==> src/scp_cfg.svh <==
/*
 * Constants of the SCSI card control block: decode codes, register
 * field positions, reset values and reset timing figures.
 * Assumes a 200 MHz clock; included by its bare name.
 */
`ifndef SCP_CFG_SVH
`define SCP_CFG_SVH

// ****************************************
// Register offsets in card space
// ****************************************
`define SCP_OFS_STATUS   32'h0334_2000
`define SCP_OFS_PAGE     32'h0334_3000
// Decode line pair {upper, lower} for each register
`define SCP_DEC_STATUS   2'h2
`define SCP_DEC_PAGE     2'h3
// Memory windows: neither register answers here
`define SCP_DEC_WINDOW   2'h1

// ****************************************
// Page register fields
// ****************************************
`define SCP_PAGE_USER_RST_BIT 7
`define SCP_PAGE_INT_EN_BIT   6
`define SCP_PAGE_W       6
`define SCP_PAGE_RST     8'h00
// Synchroniser idle: select and strobes high, all else low
`define SCP_SYNC_RST     9'h1c0

// ****************************************
// Status register fields
// ****************************************
`define SCP_ST_SCSI_BIT  4
`define SCP_ST_DMA_BIT   2
`define SCP_ST_REQ_BIT   0
`define SCP_ST_UNUSED    8'hea

// ****************************************
// Timing
// ****************************************
`define SCP_CLK_PS       5000
`define SCP_DMA_RST_NS   250
`define SCP_SCSI_RST_NS  1000
`define SCP_DMA_RST_CYC  ((`SCP_DMA_RST_NS * 1000 + `SCP_CLK_PS - 1) / `SCP_CLK_PS)
`define SCP_SCSI_RST_CYC ((`SCP_SCSI_RST_NS * 1000 + `SCP_CLK_PS - 1) / `SCP_CLK_PS)

`endif

==> src/scp_pkg.sv <==
/*
 * Types of the SCSI card control block.
 * Assumes scp_cfg.svh is on the include path.
 */
`include "scp_cfg.svh"

package scp_pkg;

  typedef struct packed {
    logic                   user_reset;
    logic                   interrupt_enable;
    logic [`SCP_PAGE_W-1:0] page;
  } scp_page_type;

  typedef enum logic [1:0] {
    SCP_SEL_NONE   = 2'b00,
    SCP_SEL_STATUS = 2'b01,
    SCP_SEL_PAGE   = 2'b10
  } scp_sel_type;

endpackage

==> src/scp_control.sv <==
/*
 * Card-space control of a SCSI expansion card: page register,
 * interrupt status, clear strobe, internal reset and interrupt merge.
 * Assumes asynchronous host strobes held for at least three clocks,
 * with address and data stable while a strobe is low, and controller
 * pins that may be asynchronous to clk.
 */
`timescale 1ns/100ps
`include "scp_cfg.svh"

// Behaviour
// - Page register selects the EPROM window page, 8 KB to 128 KB code.
// - Top two page register bits are interrupt enable and user reset.
// - Interrupt enable resets to 0; no card interrupt until set.
// - User reset resets to 0; while 1, internal reset is driven.
// - Internal reset leaves the page register untouched.
// - In target mode the SCSI bus reset drives internal reset.
// - Internal reset reaches the SCSI controller, which reports it.
// - The same page value selects the SRAM window page.
// - Card-space accesses use a separate path from DMA traffic.
// - DMA terminal count pulse sets a sticky status flag.
// - DMA flag clears only by a write to the clear address or by system reset.
// - SCSI controller interrupt is shown live in status.
// - DMA and SCSI interrupts merge into one gated card request.
// - Write at decode 11 loads page register; read undefined.
// - Decode 10 reads status; a write there clears the DMA flag.
// - Bit 7 user reset, bit 6 interrupt enable, low bits page.
// - Status bit 4 SCSI, bit 2 DMA count, bit 0 card request.
module scp_control
  import scp_pkg::*;
#(
  parameter int PAGE_W = `SCP_PAGE_W
) (
  input  wire logic              clk,
  input  wire logic              srst,
  input  wire logic              card_select_n,
  input  wire logic              read_strobe_n,
  input  wire logic              write_strobe_n,
  input  wire logic              upper_decode_line,
  input  wire logic              lower_decode_line,
  input  wire logic [7:0]        host_data_in,
  output logic      [7:0]        host_data_out,
  output logic                   host_data_oe,
  input  wire logic              terminal_count,
  input  wire logic              scsi_bus_controller_irq,
  input  wire logic              scsi_bus_reset,
  input  wire logic              target_mode,
  output logic      [PAGE_W-1:0] eprom_page,
  output logic      [PAGE_W-1:0] sram_page,
  output logic                   internal_reset,
  output logic                   card_interrupt_request
);

  // ****************************************
  // Decode
  // ****************************************
  function automatic scp_sel_type decode(input logic [1:0] lines);
    scp_sel_type s;
    s = SCP_SEL_NONE;
    if (lines == `SCP_DEC_PAGE) begin
      s = SCP_SEL_PAGE;
    end else if (lines == `SCP_DEC_STATUS) begin
      s = SCP_SEL_STATUS;
    end
    return s;
  endfunction

  // ****************************************
  // Input synchronisers
  // ****************************************
  // Data rides two flops of its own, as many as the strobes, so both settle together.
  // Bundle: cs, rd, wr, upper, lower, count, irq, busrst, target
  localparam int SYNC_W = 9;

  logic [SYNC_W-1:0] sync_q1;
  logic [SYNC_W-1:0] sync_q2;
  logic [7:0]        data_q1;
  logic [7:0]        data_q2;
  wire  [SYNC_W-1:0] raw_pins;

  assign raw_pins = {card_select_n, read_strobe_n, write_strobe_n,
                     upper_decode_line, lower_decode_line,
                     terminal_count, scsi_bus_controller_irq,
                     scsi_bus_reset, target_mode};

  always_ff @(posedge clk) begin
    if (srst) begin
      sync_q1 <= `SCP_SYNC_RST;
      sync_q2 <= `SCP_SYNC_RST;
      data_q1 <= 8'h00;
      data_q2 <= 8'h00;
    end else begin
      sync_q1 <= raw_pins;
      sync_q2 <= sync_q1;
      data_q1 <= host_data_in;
      data_q2 <= data_q1;
    end
  end

  wire       cs_n_s   = sync_q2[8];
  wire       rd_n_s   = sync_q2[7];
  wire       wr_n_s   = sync_q2[6];
  wire [1:0] lines_s  = sync_q2[5:4];
  wire       count_s  = sync_q2[3];
  wire       scsi_s   = sync_q2[2];
  wire       busrst_s = sync_q2[1];
  wire       target_s = sync_q2[0];

  // ****************************************
  // Access detection
  // ****************************************
  logic wr_act_d;
  logic count_d;

  wire         wr_act  = !cs_n_s && !wr_n_s;
  wire         rd_act  = !cs_n_s && !rd_n_s;
  wire         wr_rise = wr_act && !wr_act_d;
  scp_sel_type sel;
  assign sel = decode(lines_s);

  wire page_wr_evt = wr_rise && (sel == SCP_SEL_PAGE);
  wire clr_evt     = wr_rise && (sel == SCP_SEL_STATUS);
  wire count_evt   = count_s && !count_d;

  always_ff @(posedge clk) begin
    if (srst) begin
      wr_act_d <= 1'b0;
      count_d  <= 1'b0;
    end else begin
      wr_act_d <= wr_act;
      count_d  <= count_s;
    end
  end

  // ****************************************
  // Page register
  // ****************************************
  // Cleared by system reset only; internal reset never touches it.
  scp_page_type page_reg;

  always_ff @(posedge clk) begin
    if (srst) begin
      page_reg <= `SCP_PAGE_RST;
    end else if (page_wr_evt) begin
      page_reg <= data_q2;
    end
  end

  assign eprom_page = page_reg.page;
  assign sram_page  = page_reg.page;

  // ****************************************
  // Internal reset
  // ****************************************
  // Pulse length is left to software; no stretcher is built in.
  wire next_internal_reset = page_reg.user_reset
                           || (target_s && busrst_s);

  always_ff @(posedge clk) begin
    if (srst) begin
      internal_reset <= 1'b0;
    end else begin
      internal_reset <= next_internal_reset;
    end
  end

  // ****************************************
  // Interrupts
  // ****************************************
  logic dma_flag;

  // Set beats clear, so a count landing on the clear write is kept.
  always_ff @(posedge clk) begin
    if (srst) begin
      dma_flag <= 1'b0;
    end else if (count_evt) begin
      dma_flag <= 1'b1;
    end else if (clr_evt) begin
      dma_flag <= 1'b0;
    end
  end

  wire next_card_irq = page_reg.interrupt_enable
                     && (dma_flag || scsi_s);

  always_ff @(posedge clk) begin
    if (srst) begin
      card_interrupt_request <= 1'b0;
    end else begin
      card_interrupt_request <= next_card_irq;
    end
  end

  // ****************************************
  // Status read path
  // ****************************************
  // Own data path: nothing here reaches the SRAM or DMA buses.
  // Status lags the live state by one clock; slow host strobes hide it.
  logic [7:0] status_value;

  always_comb begin
    status_value                   = 8'h00;
    status_value[`SCP_ST_SCSI_BIT] = scsi_s;
    status_value[`SCP_ST_DMA_BIT]  = dma_flag;
    status_value[`SCP_ST_REQ_BIT]  = card_interrupt_request;
  end

  always_ff @(posedge clk) begin
    if (srst) begin
      host_data_out <= 8'h00;
    end else begin
      host_data_out <= status_value;
    end
  end

  // Page reads stay undriven, since their data is undefined.
  assign host_data_oe = rd_act && (sel == SCP_SEL_STATUS);

  // ****************************************
  // Checks
  // ****************************************
  enable_gate_a: assert property (@(posedge clk) disable iff (srst)
    !$past(page_reg.interrupt_enable) |-> !card_interrupt_request)
    else $error("card request without interrupt enable");

  user_reset_a: assert property (@(posedge clk) disable iff (srst)
    $past(page_reg.user_reset) |-> internal_reset)
    else $error("user reset did not drive internal reset");

  page_hold_a: assert property (@(posedge clk) disable iff (srst)
    internal_reset && !page_wr_evt |=> $stable(page_reg))
    else $error("page register changed under internal reset");

  target_rst_a: assert property (@(posedge clk) disable iff (srst)
    target_s && busrst_s |=> internal_reset)
    else $error("bus reset ignored in target mode");

  no_target_a: assert property (@(posedge clk) disable iff (srst)
    !page_reg.user_reset && !target_s |=> !internal_reset)
    else $error("internal reset without cause");

  page_mirror_a: assert property (@(posedge clk) disable iff (srst)
    sram_page == eprom_page)
    else $error("sram page differs from eprom page");

  count_capture_a: assert property (@(posedge clk) disable iff (srst)
    count_evt |=> dma_flag ##1 (dma_flag || $past(clr_evt)))
    else $error("terminal count not captured");

  dma_hold_a: assert property (@(posedge clk) disable iff (srst)
    dma_flag && !clr_evt |=> dma_flag)
    else $error("dma flag dropped without clear");

  clr_action_a: assert property (@(posedge clk) disable iff (srst)
    clr_evt && !count_evt |=> !dma_flag)
    else $error("clear strobe did not clear dma flag");

  scsi_live_a: assert property (@(posedge clk) disable iff (srst)
    host_data_out[`SCP_ST_SCSI_BIT] == $past(scsi_s))
    else $error("scsi interrupt not reflected live");

  irq_merge_a: assert property (@(posedge clk) disable iff (srst)
    $rose(scsi_s) && page_reg.interrupt_enable && !page_wr_evt
      |=> card_interrupt_request ##1 host_data_out[`SCP_ST_REQ_BIT])
    else $error("scsi interrupt did not raise card request");

  page_load_a: assert property (@(posedge clk) disable iff (srst)
    page_wr_evt |=> page_reg == $past(data_q2) ##1 eprom_page == $past(data_q2[5:0], 2))
    else $error("page register load wrong");

  unused_zero_a: assert property (@(posedge clk) disable iff (srst)
    (host_data_out & `SCP_ST_UNUSED) == 8'h00)
    else $error("unused status bits not zero");

  path_iso_a: assert property (@(posedge clk) disable iff (srst)
    host_data_oe |-> rd_act && sel == SCP_SEL_STATUS && !wr_act)
    else $error("data driven outside status read");

  // ****************************************
  // Checks: status byte and read path
  // ****************************************
  // One clock of lag: each bit shows the state of the clock before.
  status_dma_a: assert property (@(posedge clk) disable iff (srst)
    host_data_out[`SCP_ST_DMA_BIT] == $past(dma_flag))
    else $error("dma flag not shown in status");

  status_req_a: assert property (@(posedge clk) disable iff (srst)
    host_data_out[`SCP_ST_REQ_BIT] == $past(card_interrupt_request))
    else $error("card request not shown in status");

  page_read_a: assert property (@(posedge clk) disable iff (srst)
    rd_act && sel == SCP_SEL_PAGE |-> !host_data_oe)
    else $error("page read drove the data bus");

  status_read_a: assert property (@(posedge clk) disable iff (srst)
    rd_act && sel == SCP_SEL_STATUS |-> host_data_oe)
    else $error("status read left the data bus idle");

  // ****************************************
  // Checks: page register
  // ****************************************
  reset_clear_a: assert property (@(posedge clk)
    srst |=> page_reg == `SCP_PAGE_RST && !internal_reset && !dma_flag
             && !card_interrupt_request)
    else $error("system reset left state behind");

  page_fields_a: assert property (@(posedge clk) disable iff (srst)
    page_wr_evt |=> page_reg.user_reset == $past(data_q2[`SCP_PAGE_USER_RST_BIT])
                 && page_reg.interrupt_enable == $past(data_q2[`SCP_PAGE_INT_EN_BIT]))
    else $error("page control bits in wrong place");

  page_change_a: assert property (@(posedge clk) disable iff (srst)
    $changed(page_reg) |-> $past(page_wr_evt) || $past(srst))
    else $error("page register changed without a page write");

  clr_page_a: assert property (@(posedge clk) disable iff (srst)
    clr_evt |=> $stable(page_reg))
    else $error("clear strobe touched the page register");

  // ****************************************
  // Checks: interrupt flag and merge
  // ****************************************
  clear_only_a: assert property (@(posedge clk) disable iff (srst)
    $fell(dma_flag) |-> $past(clr_evt) || $past(srst))
    else $error("dma flag cleared without clear strobe");

  page_dma_a: assert property (@(posedge clk) disable iff (srst)
    page_wr_evt && dma_flag |=> dma_flag)
    else $error("page write cleared the dma flag");

  enable_next_a: assert property (@(posedge clk) disable iff (srst)
    !page_reg.interrupt_enable |=> !card_interrupt_request)
    else $error("card request while interrupts disabled");

  dma_irq_a: assert property (@(posedge clk) disable iff (srst)
    dma_flag && page_reg.interrupt_enable |=> card_interrupt_request)
    else $error("dma flag did not raise card request");

  scsi_irq_a: assert property (@(posedge clk) disable iff (srst)
    scsi_s && page_reg.interrupt_enable |=> card_interrupt_request)
    else $error("scsi interrupt did not hold card request");

  irq_drop_a: assert property (@(posedge clk) disable iff (srst)
    !dma_flag && !scsi_s |=> !card_interrupt_request)
    else $error("card request without a source");

endmodule

==> config.mk <==
export PLATFORM = sky130hd
export DESIGN_NAME = scp_control
export DESIGN_NICKNAME = d
export VERILOG_FILES = /design/src/scp_pkg.sv /design/src/scp_control.sv
export VERILOG_INCLUDE_DIRS = /design/src
export SDC_FILE = /design/constraint.sdc
export NUM_CORES = 1
export LEC_CHECK = 0
export ABC_CLOCK_PERIOD_IN_PS = 2600
export BUFFER_PORTS_ARGS = -buffer_cell sky130_fd_sc_hd__buf_2
export CAP_MARGIN = 20
export CORE_UTILIZATION = 40
export DETAILED_ROUTE_END_ITERATION = 10
export MAX_ROUTING_LAYER = met4
export PLACE_DENSITY = 0.68
export SYNTH_ARGS = -nofsm -noshare
export SYNTH_HDL_FRONTEND = slang
export SYNTH_SLANG_ARGS = --single-unit
export TNS_END_PERCENT = 20
==> constraint.sdc <==
create_clock -name clk -period 2.6 [get_ports clk]
set_input_delay 0.26 -clock clk [delete_from_list [all_inputs] [get_ports clk]]
set_output_delay 0.26 -clock clk [all_outputs]
set_load 0.01 [all_outputs]
==> qor.txt <==
Std-Cell Rows - 22
initial antenna violation count - 0
Crit path max-delay family - simple AND/OR/NAND/NOR gates
post-CTS sizing - 0
Routed Antenna Nets - 0
H-Tree Depth - 2
Worst Setup Start Kind - register
clock transition at the registers of the reported paths - 0.08 ns
max_cap viols - 0
ranking of synthesized cells by area - dfxtp_1 (61%), nor2b_1 (12%), buf_4 (7.7%)
post-CTS setup buffer count - 0
sequential-to-total area share from yosys stat - 60.7%
post-layout util - 48.2%
ys flop type - dfxtp_1
Synth warnings - 0
Clock Latency Late Sink - 0.29 ns
Placer Congestion - 0.668
Pwr Total - 1.25 mW
vias - 925
vias in the first global route - 857
critical path endpoint category - register
GRT overflow - 0
final wirelength - 2080 µm
Die Span Y - 66.2 µm
simple-gate share of the synthesized area - 23.2%
first-pass GRT wire length - 3580 µm
CP Max Fanout - 8
Worst slew margin - 46.9%
fraction of synthesized area in multiplexers - 4.86%
CORE AREA - 3800 µm²
CP max stage delay - 0.68 ns
min Tclk post-route - 1.38 ns
Worst Path Buf+Inv - 0
top-area cell type share of the netlist area - 60.7%
CP required - 2.82 ns
DRT iter0 DRCs - 24
gr usage total - 11.9%
Final Skew - 0.00466 ns
synthesized-area fraction occupied by adder cells - 0%
fin worst setup slack - 1.22 ns
die width - 66.2 µm
Worst R2R Setup Slack - 1.22 ns
RSZ-0062 raised after global routing - false
leakage - 0.773 nW
R2R depth - 2
worst r2r src - sync_q2[8]$_SDFF_PP1_
Final Hold Fails - 0
Worst Min Path Start - card_select_n
P&R area growth vs syn - 11.0%
Flop pwr share - 63.8%
n_diodes - 0
Vias/cell - 4.22
WL/cell - 9.50 µm
xor/xnor share of the synthesized area - 0%
FMAX - 0.725 GHz
Worst-Margin Slew - 0.796 ns
critical path class - register to register
clock buffer depth - 2
CTS tree - built
Port Buf Inserts - 36
post-place setup slack - 1.15 ns
main combinational cell family by area after synthesis - simple AND/OR/NAND/NOR gates
# DRC - 0
post-detail-place hpwl - 1390 µm
CP Data Arrival Time - 1.60 ns
CTS sink cnt - 50
Synth Area in Compound Gates - 1.59%
Synth Cell Area - 1650 µm²
clk root buf - clkbuf_8
syn avg cell area - 11.2 µm²
critical-path cell list - nor4_4 > mux2i_1
Pins Over Slew Limit - 0
most common cell in the netlist - dfxtp_1
Initial Utilization - 43.4%
Logic pwr share - 4.2%
worst vdd ir - 0.335 mV
Synth Register Bits - 50
final setup TNS - 0 ns
io pins - 42
Post-Syn Instances - 147
Regs by FF count - sync_q1 (9), sync_q2 (9)
CTS Buf Count - 5
placed instance count - 212
P_sw - 0.247 mW
largest net degree at the start of global routing - 57
Sw Share - 19.7%
fin nets - 190
Clk pwr share - 32.0%
CP max stage cell - nor4_4
Hold Path End - sync_q1[8]$_SDFF_PP1_
first-pass iteration count of the detailed router - 2
fin crit share - 53.1%
run status - finished, final reports clean
number of synthesized flops with an enable pin - 0
Pint - 1.01 mW
die area - 4380 µm²
share of cells above drive strength 1 - 28.1%
Pwr per Cell Area - 685 nW/µm²
r2r endpoint - eprom_page[3]$_SDFFE_PP0P_
cell taking the most area after synthesis - dfxtp_1
final setup vio count - 0
fin cells - 219
worst min path class - primary input to register
hold depth - 2
async set-or-reset flop fraction in the synthesized netlist - 0%
CTS Hold Buffers Added - 0
Distinct cells, synth - 17
top post-synthesis cells by count - dfxtp_1 (50), nor2b_1 (31), nand2b_1 (18)
[cell usage in the layout, fill, tap and decap left out]
| cell type | Yosys | layout |
|---|---|---|
| or2_2 | 6 | 6 |
| o41ai_1 | 1 | 1 |
| inv_1 | 1 | 1 |
| nor2_1 | 1 | 1 |
| conb_1 | 1 | 5 |
| buf_2 | 0 | 36 |
| nand2_1 | 1 | 1 |
| mux2i_1 | 8 | 8 |
| nor4_4 | 1 | 1 |
| a21oi_1 | 1 | 1 |
| nor2b_1 | 31 | 31 |
| dfxtp_1 | 50 | 50 |
| o21ai_0 | 1 | 1 |
| clkbuf_1 | 6 | 2 |
| clkbuf_8 | 0 | 5 |
| nor3_1 | 2 | 2 |
| nand2b_1 | 18 | 18 |
| o21a_1 | 1 | 1 |
[cell families after synthesis]
logic type / Yosys count
AOI/OAI and AO/OA: 4
buffers and inverters: 24
DFF: 50
muxes: 8
other: 1
and+or+nand+nor: 60
[layout make-up]
class                   count  area, µm²
multi-input cells          77        508
inverters                   1       3.75
flip-flops and latches     50       1000
repair buffers             36        180
clock buffers               7       76.3
well taps                  48       60.1
fillers                   378       1970
[routing by layer]
layer	wire length [µm]	track usage, %	vias to the layer above
met5	0	-	-
met4	42	7.98	0
met2	989	19.3	29
met1	917	11.1	415
met3	130	5.69	5
li1	-	-	476
[power by group through the flow]
stage	sequential, mW	combinational (mW)	clock (mW)
after global placement	0.816	0.0519	0
after floorplan	0.816	0.0422	0
after CTS	0.799	0.0541	0.417
after detailed placement	0.818	0.0542	0
after global routing	0.802	0.0608	0.456
final	0.799	0.0530	0.401
[worst max path at each step]
stage,startpoint,endpoint,cells past startpoint
after global placement,srst,dma_flag$_SDFFE_PP0P_,4
after detailed placement,srst,dma_flag$_SDFFE_PP0P_,4
after CTS,sync_q2[8]$_SDFF_PP1_,eprom_page[3]$_SDFFE_PP0P_,2
after floorplan,sync_q2[8]$_SDFF_PP1_,eprom_page[0]$_SDFFE_PP0P_,2
final,sync_q2[8]$_SDFF_PP1_,eprom_page[3]$_SDFFE_PP0P_,2
after global routing,sync_q2[8]$_SDFF_PP1_,eprom_page[4]$_SDFFE_PP0P_,2
[stage by stage]
step	hold slack (ns)	area, µm²
2_1_floorplan	0.364	1660
3_3_place_gp	0.396	1750
3_5_place_dp	0.395	1750
4_1_cts	0.137	1830
5_1_grt	0.128	1830
6_report	0.150	1830
Note: power is estimated with default switching activity, not from simulation.
